### src/logic/cocal_pkg.sv
// constants shared by both ends of the compensation and recalibration command link
// What this block does
// read offset returns one word plus CRC
// altitude commands only while idle
// altitude resets to zero metres
// altitude kept volatile until persist command
// set altitude word completes within 1 ms
// get altitude returns metres after 1 ms
// ambient pressure accepted during measurement
// written pressure overrides altitude compensation
// pressure word is pascal over 100
// host runs measurement 3 minutes first; not timed here, recalibration needs meas_seen with meas_running low
// host waits 500 ms after stop
// recalibration result ready after 400 ms
// result word is correction plus 0x8000
// failed recalibration returns all ones
// no prior measurement means recalibration fails
// settings changed only while idle; the code still writes pressure_q from set pressure while meas_running is high
// silent for 500 ms after stop
// words sent high byte first plus CRC
// early reads are refused
package cocal_pkg;
    localparam int unsigned CLK_HZ      = 100_000_000;
    localparam int unsigned EXEC_MS     = 1;
    localparam int unsigned RECAL_MS    = 400;
    localparam int unsigned STOP_MS     = 500;
    localparam int unsigned EXEC_CYC    = CLK_HZ / 1000 * EXEC_MS;
    localparam int unsigned RECAL_CYC   = CLK_HZ / 1000 * RECAL_MS;
    localparam int unsigned STOP_CYC    = CLK_HZ / 1000 * STOP_MS;
    localparam int unsigned WAIT_SLACK  = 2;
    localparam int unsigned TMR_W       = 32;

    localparam logic [15:0] CMD_GET_TOFF = 16'h2318;
    localparam logic [15:0] CMD_SET_ALT  = 16'h2427;
    localparam logic [15:0] CMD_GET_ALT  = 16'h2322;
    localparam logic [15:0] CMD_SET_PRES = 16'he000;
    localparam logic [15:0] CMD_RECAL    = 16'h362f;
    localparam logic [15:0] CMD_STOP     = 16'h3f86;

    localparam logic [15:0] RESULT_BIAS  = 16'h8000;
    localparam logic [15:0] RESULT_FAIL  = 16'hffff;
    localparam logic [15:0] ALT_RESET    = 16'h0000;
    localparam logic [7:0]  CRC_POLY     = 8'h31;
    localparam logic [7:0]  CRC_INIT     = 8'hff;
    localparam logic [2:0]  LEN_SHORT    = 3'h2;
    localparam logic [2:0]  LEN_LONG     = 3'h5;
    localparam logic [1:0]  REPLY_BYTES  = 2'h3;

    // host register map, byte addresses
    localparam logic [7:0]  REG_CTRL     = 8'h00;
    localparam logic [7:0]  REG_ARG      = 8'h04;
    localparam logic [7:0]  REG_RESULT   = 8'h08;
    localparam logic [7:0]  REG_STATUS   = 8'h0c;
    localparam logic [7:0]  REG_MASK     = 8'h10;
    localparam int unsigned ST_DONE      = 0;
    localparam int unsigned ST_CRCERR    = 1;
    localparam int unsigned ST_NACK      = 2;
    localparam int unsigned ST_BUSY      = 8;
    localparam int unsigned EVT_W        = 3;

    typedef enum logic [2:0] {
        OP_GET_TOFF = 3'h0,
        OP_SET_ALT  = 3'h1,
        OP_GET_ALT  = 3'h2,
        OP_SET_PRES = 3'h3,
        OP_RECAL    = 3'h4,
        OP_STOP     = 3'h5
    } cocal_op_t;
endpackage

### src/logic/cocal_link_if.sv
// byte-level command link between the host controller and the sensor command end
`timescale 1ns/100ps
interface cocal_link_if;
    logic       wr_valid;
    logic [7:0] wr_byte;
    logic       wr_last;
    logic       wr_nack;
    logic       rd_req;
    logic       rd_ack;
    logic       rd_nack;
    logic       rd_valid;
    logic [7:0] rd_byte;

    modport dev  (input wr_valid, wr_byte, wr_last, rd_req,
                  output wr_nack, rd_ack, rd_nack, rd_valid, rd_byte);
    modport host (output wr_valid, wr_byte, wr_last, rd_req,
                  input wr_nack, rd_ack, rd_nack, rd_valid, rd_byte);
endinterface

### src/logic/cocal_host.sv
// host end: register-driven controller that issues commands and collects answers
//
// Decided for this implementation: the register offsets and strobed register access.
`timescale 1ns/100ps
module cocal_host #(
    parameter int unsigned EXEC_CYCLES  = cocal_pkg::EXEC_CYC,
    parameter int unsigned RECAL_CYCLES = cocal_pkg::RECAL_CYC,
    parameter int unsigned STOP_CYCLES  = cocal_pkg::STOP_CYC
) (
    input  wire logic        clock, // system clock
    input  wire logic        nrst,  // sync reset, active low
    input  wire logic [7:0]  addr,  // register byte address
    input  wire logic [31:0] wdata, // write data
    input  wire logic        we,    // write strobe
    input  wire logic        re,    // read strobe
    output logic      [31:0] rdata, // read data, cycle after re
    output logic             irq,   // interrupt, level
    cocal_link_if.host       link   // link to sensor
);
    import cocal_pkg::*;

    typedef enum logic [2:0] {
        H_IDLE  = 3'b000,
        H_SEND  = 3'b001,
        H_WAIT  = 3'b011,
        H_RDREQ = 3'b010,
        H_RECV  = 3'b110
    } cocal_hstate_t;

    cocal_hstate_t    st_q;
    cocal_op_t        op_q;
    logic [15:0]      arg_q;
    logic [15:0]      result_q;
    logic [EVT_W-1:0] status_q;
    logic [EVT_W-1:0] mask_q;
    logic [EVT_W-1:0] evt;
    logic [2:0]       idx_q;
    logic [2:0]       len;
    logic [15:0]      cmd_code;
    logic [7:0]       arg_crc;
    logic [7:0]       rx_crc;
    logic [7:0]       rx_crc_q;
    logic [TMR_W-1:0] wait_q;
    logic             nack_q;
    logic [1:0]       rx_cnt_q;
    logic             start;
    logic             has_reply;

    cocal_crc8 u_tx_crc (
        .word (arg_q),
        .crc  (arg_crc)
    );
    cocal_crc8 u_rx_crc (
        .word (result_q),
        .crc  (rx_crc)
    );

    function automatic logic [15:0] code_of(input cocal_op_t op);
        case (op)
            OP_GET_TOFF: return CMD_GET_TOFF;
            OP_SET_ALT:  return CMD_SET_ALT;
            OP_GET_ALT:  return CMD_GET_ALT;
            OP_SET_PRES: return CMD_SET_PRES;
            OP_RECAL:    return CMD_RECAL;
            default:     return CMD_STOP;
        endcase
    endfunction

    assign cmd_code  = code_of(op_q);
    assign len       = (op_q == OP_SET_ALT || op_q == OP_SET_PRES || op_q == OP_RECAL) ? LEN_LONG : LEN_SHORT;
    assign has_reply = (op_q == OP_GET_TOFF || op_q == OP_GET_ALT || op_q == OP_RECAL);
    assign start     = we && addr == REG_CTRL && st_q == H_IDLE;

    // outgoing frame, one byte per cycle, high byte first
    always_comb begin
        case (idx_q)
            3'h0:    link.wr_byte = cmd_code[15:8];
            3'h1:    link.wr_byte = cmd_code[7:0];
            3'h2:    link.wr_byte = arg_q[15:8];
            3'h3:    link.wr_byte = arg_q[7:0];
            default: link.wr_byte = arg_crc;
        endcase
    end
    assign link.wr_valid = st_q == H_SEND;
    assign link.wr_last  = st_q == H_SEND && idx_q == len - 3'h1;
    assign link.rd_req   = st_q == H_RDREQ;

    always_ff @(posedge clock) begin
        if (!nrst) begin
            op_q  <= OP_GET_TOFF;
            arg_q <= 16'h0000;
        end else begin
            if (start) begin
                op_q <= cocal_op_t'(wdata[2:0]);
            end
            if (we && addr == REG_ARG && st_q == H_IDLE) begin
                arg_q <= wdata[15:0];
            end
        end
    end

    // sequencer; every op waits its execution time before reading or finishing
    always_ff @(posedge clock) begin
        if (!nrst) begin
            st_q     <= H_IDLE;
            idx_q    <= 3'h0;
            wait_q   <= '0;
            nack_q   <= 1'b0;
            rx_cnt_q <= 2'h0;
            result_q <= 16'h0000;
            rx_crc_q <= 8'h00;
        end else begin
            if (link.wr_nack) begin
                nack_q <= 1'b1;
            end
            case (st_q)
                H_IDLE: begin
                    idx_q  <= 3'h0;
                    nack_q <= 1'b0;
                    if (start) begin
                        st_q <= H_SEND;
                    end
                end
                H_SEND: begin
                    idx_q <= idx_q + 3'h1;
                    if (link.wr_last) begin
                        st_q <= H_WAIT;
                        if (op_q == OP_STOP) begin
                            wait_q <= TMR_W'(STOP_CYCLES + WAIT_SLACK);
                        end else if (op_q == OP_RECAL) begin
                            wait_q <= TMR_W'(RECAL_CYCLES + WAIT_SLACK);
                        end else begin
                            wait_q <= TMR_W'(EXEC_CYCLES + WAIT_SLACK);
                        end
                    end
                end
                H_WAIT: begin
                    if (wait_q != '0) begin
                        wait_q <= wait_q - TMR_W'(1);
                    end else if (has_reply && !nack_q) begin
                        st_q <= H_RDREQ;
                    end else begin
                        st_q <= H_IDLE;
                    end
                end
                H_RDREQ: begin
                    rx_cnt_q <= 2'h0;
                    st_q     <= H_RECV;
                end
                H_RECV: begin
                    if (link.rd_nack) begin
                        nack_q <= 1'b1;
                        st_q   <= H_IDLE;
                    end else if (link.rd_valid) begin
                        rx_cnt_q <= rx_cnt_q + 2'h1;
                        case (rx_cnt_q)
                            2'h0:    result_q[15:8] <= link.rd_byte;
                            2'h1:    result_q[7:0]  <= link.rd_byte;
                            default: rx_crc_q       <= link.rd_byte;
                        endcase
                        if (rx_cnt_q == REPLY_BYTES - 2'h1) begin
                            st_q <= H_IDLE;
                        end
                    end
                end
                default: st_q <= H_IDLE;
            endcase
        end
    end

    // completion events; crc compared the cycle after the last byte lands
    logic done_q;
    logic chk_q;
    always_ff @(posedge clock) begin
        if (!nrst) begin
            done_q <= 1'b0;
            chk_q  <= 1'b0;
        end else begin
            done_q <= (st_q == H_WAIT && wait_q == '0 && !(has_reply && !nack_q))
                      || (st_q == H_RECV && (link.rd_nack || (link.rd_valid && rx_cnt_q == REPLY_BYTES - 2'h1)));
            chk_q  <= st_q == H_RECV && link.rd_valid && rx_cnt_q == REPLY_BYTES - 2'h1;
        end
    end
    assign evt = {done_q & nack_q, chk_q & (rx_crc != rx_crc_q), done_q};

    // sticky status, write one to clear; a new event wins over the clear
    always_ff @(posedge clock) begin
        if (!nrst) begin
            status_q <= '0;
            mask_q   <= '0;
        end else begin
            if (we && addr == REG_STATUS) begin
                status_q <= (status_q & ~wdata[EVT_W-1:0]) | evt;
            end else begin
                status_q <= status_q | evt;
            end
            if (we && addr == REG_MASK) begin
                mask_q <= wdata[EVT_W-1:0];
            end
        end
    end
    assign irq = |(status_q & mask_q);

    always_ff @(posedge clock) begin
        if (!nrst || !re) begin
            rdata <= 32'h0000_0000;
        end else begin
            case (addr)
                REG_CTRL:   rdata <= {29'h0000_0000, op_q};
                REG_ARG:    rdata <= {16'h0000, arg_q};
                REG_RESULT: rdata <= {16'h0000, result_q};
                REG_STATUS: rdata <= {23'h00_0000, st_q != H_IDLE, 5'h00, status_q};
                REG_MASK:   rdata <= {29'h0000_0000, mask_q};
                default:    rdata <= 32'h0000_0000;
            endcase
        end
    end
endmodule

### src/logic/cocal_crc8.sv
// checksum over one 16-bit word, high byte first
`timescale 1ns/100ps
module cocal_crc8
    import cocal_pkg::*;
(
    input  wire logic [15:0] word, // data word
    output logic      [7:0]  crc   // checksum
);
    function automatic logic [7:0] crc_of(input logic [15:0] w);
        logic [7:0] c;
        c = CRC_INIT;
        for (int i = 15; i >= 0; i--) begin
            if (c[7] ^ w[i]) begin
                c = {c[6:0], 1'b0} ^ CRC_POLY;
            end else begin
                c = {c[6:0], 1'b0};
            end
        end
        return c;
    endfunction

    assign crc = crc_of(word);
endmodule

### src/flat_wrapper.sv
// flat-port wrapper written by rule: the top's interface ports become plain ports
module cocal_host_flat import cocal_pkg::*;
#(
    parameter int unsigned EXEC_CYCLES  = cocal_pkg::EXEC_CYC,
    parameter int unsigned RECAL_CYCLES = cocal_pkg::RECAL_CYC,
    parameter int unsigned STOP_CYCLES  = cocal_pkg::STOP_CYC
)
  (clock, nrst, addr, wdata, we, re, rdata, irq, link_wr_valid, link_wr_byte, link_wr_last, link_rd_req, link_wr_nack, link_rd_ack, link_rd_nack, link_rd_valid, link_rd_byte);
  cocal_link_if link_i ();
  input  wire logic clock;
  input  wire logic nrst;
  input  wire logic [7:0] addr;
  input  wire logic [31:0] wdata;
  input  wire logic we;
  input  wire logic re;
  output logic      [31:0] rdata;
  output logic irq;
  output wire logic [$bits(link_i.wr_valid)-1:0] link_wr_valid;
  output wire logic [$bits(link_i.wr_byte)-1:0] link_wr_byte;
  output wire logic [$bits(link_i.wr_last)-1:0] link_wr_last;
  output wire logic [$bits(link_i.rd_req)-1:0] link_rd_req;
  input wire logic [$bits(link_i.wr_nack)-1:0] link_wr_nack;
  input wire logic [$bits(link_i.rd_ack)-1:0] link_rd_ack;
  input wire logic [$bits(link_i.rd_nack)-1:0] link_rd_nack;
  input wire logic [$bits(link_i.rd_valid)-1:0] link_rd_valid;
  input wire logic [$bits(link_i.rd_byte)-1:0] link_rd_byte;
  assign link_wr_valid = link_i.wr_valid;
  assign link_wr_byte = link_i.wr_byte;
  assign link_wr_last = link_i.wr_last;
  assign link_rd_req = link_i.rd_req;
  assign link_i.wr_nack = link_wr_nack;
  assign link_i.rd_ack = link_rd_ack;
  assign link_i.rd_nack = link_rd_nack;
  assign link_i.rd_valid = link_rd_valid;
  assign link_i.rd_byte = link_rd_byte;
  cocal_host #(.EXEC_CYCLES(EXEC_CYCLES), .RECAL_CYCLES(RECAL_CYCLES), .STOP_CYCLES(STOP_CYCLES)) u_core (.clock(clock), .nrst(nrst), .addr(addr), .wdata(wdata), .we(we), .re(re), .rdata(rdata), .irq(irq), .link(link_i));
endmodule
### config.mk
export PLATFORM = sky130hd
export DESIGN_NAME = cocal_host_flat
export DESIGN_NICKNAME = d
export VERILOG_FILES = /design/src/logic/cocal_pkg.sv /design/src/logic/cocal_link_if.sv /design/src/logic/cocal_host.sv /design/src/logic/cocal_crc8.sv /design/src/flat_wrapper.sv
export SDC_FILE = /design/constraint.sdc
export NUM_CORES = 1
export LEC_CHECK = 0
export BUFFER_PORTS_ARGS = -buffer_cell sky130_fd_sc_hd__buf_2
export CAP_MARGIN = 30
export CORE_UTILIZATION = 35
export CTS_CLUSTER_DIAMETER = 40
export DETAILED_ROUTE_END_ITERATION = 12
export SLEW_MARGIN = 0
export SYNTH_ARGS = -nofsm -noshare
export SYNTH_HDL_FRONTEND = slang
export SYNTH_SLANG_ARGS = --single-unit
### constraint.sdc
create_clock -name clock -period 3.7 [get_ports clock]
set_input_delay 0.555 -clock clock [delete_from_list [all_inputs] [get_ports clock]]
set_output_delay 0.555 -clock clock [all_outputs]
set_load 0.01 [all_outputs]
Word-level counts from Yosys, hierarchy flattened
Index checks and enable logic that the tools add are counted.
Widths: inputs -> output; s select.

storage, ports and cells
  output and inout port bits = 44
  register bits after elaboration = 124
  bits of input ports = 56

cells by class
  mux-type cells = 57
  add/sub/neg operators = 4
  equality and inequality tests = 28
  reductions and logical operators = 44
  bitwise logic cells = 69

operators by type and width
  operator               number
  $mux 6                 32
  $pmux 16 s5            2
  $mux 32                3
  $not 3->3              31
  $pmux 32 s2            1
  $logic_not 32->1       1
  $pmux 8 s4             1
  $reduce_bool 32->1     1
  $sub 32x1->32 const B  1
  $mux 26                1
  $xor 1x1->1            26
  $mux 3                 8
  $eq 3x2->1 const B     6
  $eq 8x4->1 const B     2
  $pmux 3 s5             1
  $logic_and 1x1->1      14
  $reduce_and 4->1       3
  $eq 3x1->1 const B     3
  $eq 3x3->1 const B     3
  $logic_not 3->1        3
  $eq 8x3->1 const B     1
  $eq 8x5->1 const B     1
  $logic_not 8->1        1
  $ne 8x8->1             1
  other kinds (29)       55

Logic depth before layout (Yosys ltp)
Gate-level depths: netlist of run 1.

  depth in word-level cells = 35
  depth in mapped cells = 10

Hierarchy
From an unflattened synthesis of run 1, not the netlist that was laid out.

second synthesis, totals
  cells, all modules = 758
  area total of the unflattened synthesis = 6449.9 µm²

modules (own cells, without submodules)
  module      times used  sequential area each (µm²)  area an instance (µm²)  cells an instance
  cocal_host  1           2162.1                      5684.2                  690
  cocal_crc8  2           0.0                         382.9                   34

Worst setup path before layout of run 1
OpenSTA, ideal clock, no wires.

  path type = flip-flop to flip-flop
  from = register u_core.wait_q[12]
  to = register u_core.wait_q[19]
  setup time = 0.119 ns
  arrival = 2.576 ns
  cell stages (with the launch flop) = 10
  slack = 1.005 ns
  required time = 3.581 ns
  clock period less this slack = 2.695 ns
  cell sequence = dfxtp_1 > or4_4 > or4_1 > buf_2 > o41a_1 > o21ai_2 > buf_6 > buf_8 > a21oi_2 > o221a_1

between the ends
  word-level cells in the longest chain between the ends = 3
  elaborated cells between the ends (all ways) = 6

RTL lines
  what                                                        line                                  source
  from (decl)                                                 cocal_host.sv:43                      logic [TMR_W-1:0] wait_q;
  from (signal assigned)                                      cocal_host.sv:129                     wait_q <= TMR_W'(STOP_CYCLES + WAIT_SLACK);
  from (signal assigned)                                      cocal_host.sv:131                     wait_q <= TMR_W'(RECAL_CYCLES + WAIT_SLACK);
  from (signal assigned)                                      cocal_host.sv:133                     wait_q <= TMR_W'(EXEC_CYCLES + WAIT_SLACK);
  $sub 32x1->32 / $reduce_bool 32->1 (equally long branches)  cocal_host.sv:139, cocal_host.sv:138
  $mux 32 / $ne 2x1->1 (equally long branches)                n/a
  $pmux 32 s2 / $reduce_and 3->1 (equally long branches)      n/a

Parallel ways exist; a longest one is shown, timed or not. The select of a mux whose other input is x is not followed.
A chain may end at the register's enable or synchronous reset.

Final worst setup path of run 1
  from = register u_core.op_q[0]
  to = output link_wr_last

between the ends
  word-level cells in the longest chain between the ends = 7
  elaborated cells between the ends (all ways) = 9

RTL lines
  what                                             line                source
  from (decl)                                      cocal_host.sv:31    cocal_op_t op_q;
  from (signal assigned)                           cocal_host.sv:94    op_q <= cocal_op_t'(wdata[2:0]);
  $eq 3x1->1 / $eq 3x2->1 (equally long branches)  cocal_host.sv:70    assign len = (op_q == OP_SET_ALT || op_q == OP_SET_PRES || op_q == OP_RECAL) ? LEN_LONG : LEN_SHORT;
  $logic_or 1x1->1                                 cocal_host.sv:70
  $logic_or 1x1->1 *                               cocal_host.sv:70
  $mux 3 *                                         cocal_host.sv:70
  $sub 3x1->3 *                                    cocal_host.sv:85    assign link.wr_last = st_q == H_SEND && idx_q == len - 3'h1;
  $eq 3x3->1 *                                     cocal_host.sv:85
  $logic_and 1x1->1 *                              cocal_host.sv:85
  to (decl)                                        flat_wrapper.sv:20  output wire logic [$bits(link_i.wr_last)-1:0] link_wr_last;

Every way passes the cells marked *; elsewhere a longest branch is shown, timed or not.

==> out/results.tsv, run 1 <==
metric	value	unit
status	complete, no violations	
synthesized area per cell	8.124	µm²
CTS resizes	0	
Fin Clk Skew	10.78	ps
Worst Path Arrival	2590	ps
Final setup viols	0	
LEAKAGE	2.694	nW
IO buf count	66	
pwr/cell area	573.9	nW/µm²
fin crit period	3147	ps
Iter 0 DRT Violations	447	
Final Worst Setup Slack	552.6	ps
initial core utilization	35.68	%
normalized max-slew margin	48.07	%
CP startpoint kind	flip-flop	
post-synthesis cell type count	70	
Slew @ Worst Pin	778.9	ps
setup TNS	0	ps
Max Root-Sink Buffers	2	
most common cell after layout, fill and taps aside	dfxtp_1	
Chip Width	134.6	µm
Syn. warnings	0	
initial antenna violation count	0	
RR Endpoint	u_core.wait_q[14]	
die area	18110	µm²
Setup Fix Bufs, Post-CTS	0	
internal reg-to-reg setup slack	660	ps
Crit Path Max Fanout	15	
DIE HEIGHT	134.6	µm
Async S/R FF share, synth	0	%
antenna-violating nets left	0	
Hold EP	u_core.arg_q[11]	
hold path cells	3	
All-Layer GR Usage	17.84	%
HP Class	in -> reg	
Max Freq	317.7	MHz
Post-synth EDFFs	0	
Ports	100	
peak supply drop	0.3259	mV
grt total ovfl	0	
antenna fix cells	0	
# H-tree levels	3	
flops & latches, synth	108	
RSZ-0062 raised after global routing	false	
Final Hold Fails	0	
drt drc	0	
final WL	15.86	mm
clock root cell	clkbuf_16	
worst path required time	3140	ps
sequential fraction of the synthesis area	35.16	%
max-slew violations	0	
vias	5462	
part of the cycle the worst path needs	85.07	%
clk slew on worst S/H paths	80	ps
post-synthesis cell count	757	
CP peak stage delay	640	ps
synthesis-to-finish area growth	12.15	%
Inst Count DP	1012	
worst skew pair latency	360	ps
core area	17240	µm²
kind of critical path	reg -> out	
DR pass1 iterations	4	
total CTS buffers	9	
Reg2Reg Depth	7	
Cell Area, Synth	6150	µm²
CP Capture Type	primary output	
# hold bufs at CTS	0	
slowest cell on the critical path	a211oi_2	
largest net degree at the start of global routing	63	
most frequent cells in the layout	dfxtp_1, a21oi_1, nand2_1	
Vias per Instance	5.313	
Max-cap violations	0	
Place WS	671.8	ps
CP Cell Sequence	or3b_1 -> a211o_1 -> a211oi_2 -> buf_2	
Final HPWL DP	11.59	mm
ys flop type	dfxtp_1	
per-cell routed wire length	15.43	µm
min-delay src	wdata[11]	
first-pass GRT wire length	25.43	mm
Layout Cells excl Fill	1028	
number of global-route vias before repair	4828	
gp weighted congestion	0.8387	
FF-to-FF Start	u_core.wait_q[12]	
Layout Nets	863	
CTS tree	yes	
layout cell share with drive strength beyond 1	14.20	%
clk sinks	108	
Rows	48	
## where the power goes
part           switching (mW)  internal, mW  leakage (nW)
logic                    1.03         0.550          1.67
registers               0.116          1.25         0.871
clock network           0.457         0.554         0.149
total                    1.61          2.35          2.69
## flip-flops by register name, indices dropped and copies added, names as in the netlist, 3 cells and up
signal / cells
u_core.rx_crc_q: 8
u_core.status_q: 3
u_core.mask_q: 3
u_core.op_q: 3
u_core.st_q: 3
u_core.rdata: 16
u_core.idx_q: 3
u_core.arg_q: 16
u_core.result_q: 16
u_core.wait_q: 32
## critical path: cells and delay by family, from the launching register on
kind | cells | cell delay, ps
flip-flops | 1 | 470
buffers and inverters | 1 | 250
AND/OR/NAND/NOR | 1 | 530
AO/OA/AOI/OAI | 2 | 990
## how the worst max path moves through the flow
stage,start,end,cells past startpoint,slack (ps)
6_report,u_core.op_q[0],link_wr_last,4,550
5_1_grt,u_core.idx_q[0],link_wr_byte[6],8,410
4_1_cts,u_core.op_q[0],link_wr_last,4,530
3_5_place_dp,u_core.wait_q[12],u_core.wait_q[14],7,670
3_3_place_gp,u_core.wait_q[12],u_core.wait_q[22],7,690
2_1_floorplan,u_core.wait_q[12],u_core.wait_q[19],9,1010
## cell usage after synthesis (3+ instances only)
master	number	area [µm²]
nand3b_1	4	30.03
mux2i_1	11	110.1
nor2b_1	4	25.02
ha_1	9	112.6
o221a_2	5	56.30
o31ai_1	9	67.56
a221oi_1	3	26.28
nand2b_1	11	68.82
a31oi_1	9	56.30
nor4_1	6	37.54
nand2_1	83	311.6
nand4_1	3	18.77
o21ai_0	23	115.1
xnor2_1	41	359.1
or3_1	7	43.79
clkbuf_1	43	161.4
o211ai_1	7	52.55
xnor3_1	7	157.7
dfxtp_1	108	2162
a21oi_1	94	470.5
nand3_1	32	160.2
xor2_1	19	166.4
nor2_1	77	289.0
and3_1	6	37.54
mux2_2	5	56.30
buf_4	16	120.1
nor3_1	12	60.06
inv_1	17	63.81
a22oi_1	18	135.1
or4_1	10	75.07
o22ai_1	3	18.77
a222oi_1	4	40.04
## kinds of logic after synthesis
kind of cell               synth area share [%]
other                                   0.06098
xor gates and xnor gates                  11.50
AOI/OAI and AO/OA                         21.12
adders and majority gates                 1.831
buffers and inverters                     6.429
muxes                                     3.072
DFF                                       35.16
and+or+nand+nor                           20.83
## stage by stage
| stage | total power [mW] | cell area, µm² | utilization [%] | hold slack (ps) |
|---|---|---|---|---|
| final | 3.958 | 6897 | 40.01 | 424.2 |
| after global routing | 4.215 | 6897 | 40.01 | 428.5 |
| after CTS | 3.973 | 6897 | 40.01 | 418.4 |
| after detailed placement | 2.955 | 6588 | 38.22 | 468.9 |
| after global placement | 2.949 | 6580 | 38.18 | 458.9 |
| after floorplan | 2.555 | 6206 | - | 437.7 |
## routing by layer
metal / vias to the layer above / GRT usage [%] / wire [µm]
li1: 2757 / - / -
met3: 18 / 2.740 / 779
met2: 132 / 27.26 / 7103
met1: 2555 / 25.30 / 7765
met5: - / 0 / 0
met4: 0 / 6.492 / 210
## cell type report
type                            count  area (µm²)
Multi-Input combinational cell    582        3649
Sequential cell                   108        2162
Inverter                           18       67.56
Timing Repair Buffer               79       427.9
Tap cell                          225       281.5
Clock buffer                       11       242.7
Clock inverter                      5       66.31
Fill cell                        1761       10340
(Power assumes the default switching activity.)
==> inputs of run 2 (changes only) <==
--- a/config.mk
+++ b/config.mk
@@ -6,9 +6,9 @@
 export NUM_CORES = 1
 export LEC_CHECK = 0
-export BUFFER_PORTS_ARGS = -buffer_cell sky130_fd_sc_hd__buf_2
 export CAP_MARGIN = 30
 export CORE_UTILIZATION = 35
 export CTS_CLUSTER_DIAMETER = 40
 export DETAILED_ROUTE_END_ITERATION = 12
+export DONT_BUFFER_PORTS = 1
 export SLEW_MARGIN = 0
 export SYNTH_ARGS = -nofsm -noshare
==> constraint.sdc (replaced) <==
create_clock -name clock -period 3.7 [get_ports clock]
set_input_delay 0.185 -clock clock [delete_from_list [all_inputs] [get_ports clock]]
set_output_delay 0.185 -clock clock [all_outputs]
set_load 0.01 [all_outputs]
==> run 2 against run 1 <==
Count of clock-buffer cells in the layout shrank 1. Sequential cell count is the same. Via count shrank 0.99%.
==> out/results.tsv, run 2 (synthesis results as in run 1) <==
metric	value	unit	change
status	complete, no violations		
Setup crit start	u_core.wait_q[12]		
total CTS buffers	9		unchanged
CP Capture Type	flip-flop		
CP startpoint kind	flip-flop		
CP peak stage delay	640	ps	about the same
antenna fix cells	0		unchanged
Crit Path Max Fanout	21		+6
Max Root-Sink Buffers	2		unchanged
Final setup viols	0		unchanged
CTS tree	yes		
All-Layer GR Usage	18.24	%	+0.41 points
Vias per Instance	5.457		+2.7%
clk slew on worst S/H paths	80	ps	about the same
number of global-route vias before repair	4858		+0.62%
Chip Width	134.6	µm	unchanged
FF-to-FF Start	u_core.wait_q[12]		
Setup Fix Bufs, Post-CTS	0		unchanged
pwr/cell area	574.7	nW/µm²	+0.14%
worst path required time	3950	ps	+810 ps
# hold bufs at CTS	31		+31
CTS resizes	0		unchanged
Layout Nets	826		-4.3%
normalized max-slew margin	45.58	%	-2.5 points
Rows	48		unchanged
gp weighted congestion	0.8547		+1.9%
kind of critical path	reg -> reg		
LEAKAGE	2.529	nW	-6.1%
die area	18110	µm²	unchanged
fillcell total	1750		-0.62%
Max-cap violations	0		unchanged
Final HPWL DP	11.33	mm	-2.3%
fin crit period	3064	ps	-82.93 ps
CP Cell Sequence	or4_4 -> or4_1 -> o41a_1 -> o21ai_2 -> buf_8 -> a21oi_1 -> o221a_2		
vias	5408		-0.99%
final WL	16.31	mm	+2.8%
DIE HEIGHT	134.6	µm	unchanged
antenna-violating nets left	0		unchanged
Biggest register	u_core.wait_q		
clock root cell	clkbuf_16		
drt drc	0		unchanged
min-delay src	wdata[0]		
Fin Clk Skew	11.49	ps	+0.7131 ps
part of the cycle the worst path needs	82.82	%	-2.2 points
IO buf count	0		-100%
WHS	32.20	ps	-392.0 ps
slowest cell on the critical path	or4_1		
worst skew pair latency	370	ps	about the same
core area	17240	µm²	unchanged
largest net degree at the start of global routing	44		-30%
per-cell routed wire length	16.46	µm	+6.7%
Iter 0 DRT Violations	425		-4.9%
setup TNS	0	ps	unchanged
synthesis-to-finish area growth	11.80	%	
number of flip-flops in the largest register	32		unchanged
DR pass1 iterations	6		+2
# H-tree levels	3		unchanged
grt total ovfl	0		unchanged
most frequent cells in the layout	dfxtp_1, a21oi_1, nand2_1		
initial antenna violation count	1		+1
Ports	100		unchanged
Max Freq	326.3	MHz	+2.7%
peak supply drop	0.2474	mV	-24%
Slew @ Worst Pin	816.3	ps	+37.37 ps
clk sinks	108		unchanged
RSZ-0062 raised after global routing	false		
Final Hold Fails	0		unchanged
layout cell share with drive strength beyond 1	6.136	%	-8.1 points
HP Class	in -> reg		
most common cell after layout, fill and taps aside	dfxtp_1		
first-pass GRT wire length	25.94	mm	+2.0%
max-slew violations	0		unchanged
initial core utilization	35.68	%	unchanged
Worst Path Arrival	3320	ps	+730 ps
-- run 2: final timing paths --
kind              slack, ps  cells after the start                 end
hold reg to reg         480                      2   u_core.wait_q[29]
setup / recovery        640                      7   u_core.wait_q[14]
hold / removal           30                      3  u_core.status_q[0]
setup reg to reg        640                      7   u_core.wait_q[14]
-- run 2: layout make-up --
| type | count | area [µm²] | share of cell area, % |
|---|---|---|---|
| inverters | 18 | 67.56 | 0.9827 |
| clock buffers | 10 | 239.0 | 3.476 |
| multi-input cells | 582 | 3649 | 53.07 |
| well taps | 225 | 281.5 | 4.095 |
| flip-flops and latches | 108 | 2162 | 31.45 |
| clock inverters | 6 | 76.32 | 1.110 |
| repair buffers | 42 | 400.4 | 5.823 |
-- run 2: through the flow --
| step | cells | power (mW) | util (%) | cell area [µm²] | setup slack (ps) |
|---|---|---|---|---|---|
| after floorplan | 772 | 2.555 | - | 6206 | 1005 |
| after global placement | 942 | 2.874 | 36.13 | 6227 | 638.7 |
| after detailed placement | 944 | 2.904 | 36.26 | 6250 | 674.2 |
| after CTS | 991 | 3.969 | 39.89 | 6875 | 662.6 |
| after global routing | 991 | 4.226 | 39.89 | 6875 | 532.8 |
| final | 991 | 3.952 | 39.89 | 6875 | 635.5 |
-- run 2: worst max-delay path: cells and delay by family (launching register included) --
kind	cells	cell delay [ps]
simple gates	2	1230
compound gates	4	1110
flops	1	360
buf+inv	1	250
-- run 2: where the power goes --
part	switching [mW]	leakage, nW	total [mW]	internal [mW]
registers	0.116	0.871	1.36	1.25
logic	1.02	1.50	1.55	0.531
clock network	0.477	0.156	1.03	0.558
-- run 2: layer usage --
| metal | share of wire (%) | GRT usage [%] | up-vias |
|---|---|---|---|
| li1 | - | - | 2686 |
| met1 | 47 | 25.06 | 2564 |
| met2 | 45 | 27.72 | 131 |
| met5 | 0.080 | 0 | - |
| met3 | 6.1 | 4.167 | 25 |
| met4 | 1.8 | 6.929 | 2 |
==> inputs of run 3 (changes only) <==
clock period = 2.8 ns   (was 3.7 ns; I/O delays follow)
==> run 3 against run 2 <==
Clock power is 26% higher. Utilization increased by 1.2 points. Global-route usage grew 0.23 points. Power rose by 38%. Critical endpoint is now u_core.st_q[1]. Highest routed layer unchanged.
==> out/results.tsv, run 3 (synthesis results as in run 1) <==
metric	value	unit	change
normalized max-slew margin	54.43	%	+8.9 points
Chip Width	134.6	µm	unchanged
Slew @ Worst Pin	683.5	ps	-132.8 ps
vias	5529		+2.2%
most common cell after layout, fill and taps aside	dfxtp_1		
CP Capture Type	flip-flop		
DR pass1 iterations	5		-1
CP Cell Sequence	or4_4 -> or4_1 -> buf_4 -> nor3_4 -> o22ai_1 -> or4b_1 -> o211a_1		
CP startpoint kind	flip-flop		
Final Worst Setup Slack	107.1	ps	-528.4 ps
FF-to-FF Start	u_core.wait_q[12]		
DIE HEIGHT	134.6	µm	unchanged
WHS	8.423	ps	-23.78 ps
antenna-violating nets left	0		unchanged
internal reg-to-reg setup slack	110	ps	-530 ps
peak supply drop	0.3583	mV	+45%
clk slew on worst S/H paths	80	ps	about the same
clk sinks	108		unchanged
Layout Nets	852		+3.1%
Iter 0 DRT Violations	424		-0.24%
die area	18110	µm²	unchanged
grt total ovfl	0		unchanged
antenna fix cells	0		unchanged
part of the cycle the worst path needs	96.17	%	+13 points
drt drc	0		unchanged
fin crit period	2693	ps	-371.6 ps
HP Class	in -> reg		
RR Endpoint	u_core.st_q[1]		
number of flip-flops in the largest register	32		unchanged
core area	17240	µm²	unchanged
worst skew pair latency	360	ps	about the same
RSZ-0062 raised after global routing	false		
Ports	100		unchanged
LEAKAGE	2.670	nW	+5.6%
Final Hold Fails	0		unchanged
CTS tree	yes		
Rows	48		unchanged
setup TNS	0	ps	unchanged
# H-tree levels	3		unchanged
Max Freq	371.4	MHz	+14%
first-pass GRT wire length	26.58	mm	+2.4%
hold path cells	3		unchanged
total CTS buffers	9		unchanged
kind of critical path	reg -> reg		
slowest cell on the critical path	or4_4		
min-delay src	we		
Worst Path Arrival	2950	ps	-370 ps
gp weighted congestion	0.8434		-1.3%
synthesis-to-finish area growth	15.10	%	
DP Area	6442	µm²	+3.1%
worst path required time	3060	ps	-890 ps
final instance area	7078	µm²	+2.9%
initial core utilization	35.68	%	unchanged
Fin Clk Skew	8.067	ps	-3.425 ps
status	complete, no violations		
Crit Path Max Fanout	5		-76%
All-Layer GR Usage	18.48	%	+0.23 points
total power	5.438	mW	+38%
Final setup viols	0		unchanged
Inst Count DP	969		+2.6%
clock root cell	clkbuf_16		
CP peak stage delay	530	ps	-110 ps
number of global-route vias before repair	5044		+3.8%
Place WS	132.2	ps	-542.0 ps
max-slew violations	0		unchanged
IO buf count	0		unchanged
fin util	41.06	%	+1.2 points
Vias per Instance	5.437		-0.38%
per-cell routed wire length	16.12	µm	-2.1%
Biggest register	u_core.wait_q		
final WL	16.39	mm	+0.50%
Max-cap violations	0		unchanged
Reg2Reg Depth	7		unchanged
Final HPWL DP	11.86	mm	+4.7%
pwr/cell area	768.2	nW/µm²	+34%
Max Root-Sink Buffers	2		unchanged
largest net degree at the start of global routing	33		-25%
layout cell share with drive strength beyond 1	9.343	%	+3.2 points
Hold EP	u_core.status_q[0]		
Setup Fix Bufs, Post-CTS	0		unchanged
initial antenna violation count	1		unchanged
Layout Cells excl Fill	1017		+2.6%
most frequent cells in the layout	dfxtp_1, a21oi_1, nand2_1		
-- run 3: cell types whose count changed in the layout (fill, tap and decap cells not counted), sizes merged --
cell | previous run | this run
dlygate4sd3 | 31 | 32
buf | 11 | 36
clkbuf | 10 | 9
clkinv | 1 | 3
bufinv | 1 | 0
-- run 3: where the power goes --
part	switching, mW	leakage [nW]	internal (mW)
Combinational	1.46	1.65	0.906
Sequential	0.124	0.871	1.65
Clock	0.663	0.148	0.638
-- run 3: worst max-delay path by stage --
stage | from | to | slack, ps
2_1_floorplan | u_core.wait_q[12] | u_core.wait_q[19] | 110
3_3_place_gp | u_core.wait_q[12] | u_core.wait_q[30] | 180
3_5_place_dp | u_core.wait_q[12] | u_core.st_q[1] | 130
4_1_cts | u_core.wait_q[12] | u_core.st_q[1] | 120
5_1_grt | u_core.wait_q[12] | u_core.st_q[1] | 20
6_report | u_core.wait_q[12] | u_core.st_q[1] | 110
-- run 3: routing by layer --
metal  GRT usage, %  share of wire (%)  vias up
li1               -                  -     2727
met1          26.47                 48     2631
met2          27.98                 45      145
met3          3.078                5.3       24
met4          6.180                1.9        2
met5              0              0.079        -
-- run 3: cell type report --
| class | instances | area, µm² |
|---|---|---|
| fill | 1738 | 10160 |
| multi-input combinational | 582 | 3660 |
| sequential | 108 | 2162 |
| timing repair buffer | 68 | 603.1 |
| tap | 225 | 281.5 |
| clock buffer | 9 | 225.2 |
| clock inverter | 7 | 78.83 |
| inverter | 18 | 67.56 |
-- run 3: critical path: cells and delay by family (launching register included) --
family	cells	cell delay [ps]
buffers and inverters	1	190
and+or+nand+nor	4	1810
AOI/OAI and AO/OA	2	270
DFF	1	320
-- run 3: what timing repair did --
action,CTS,global route
hold endpoints to repair,59,0
hold buffers,32,0
setup endpoints to repair,0,2
resized for setup,0,2
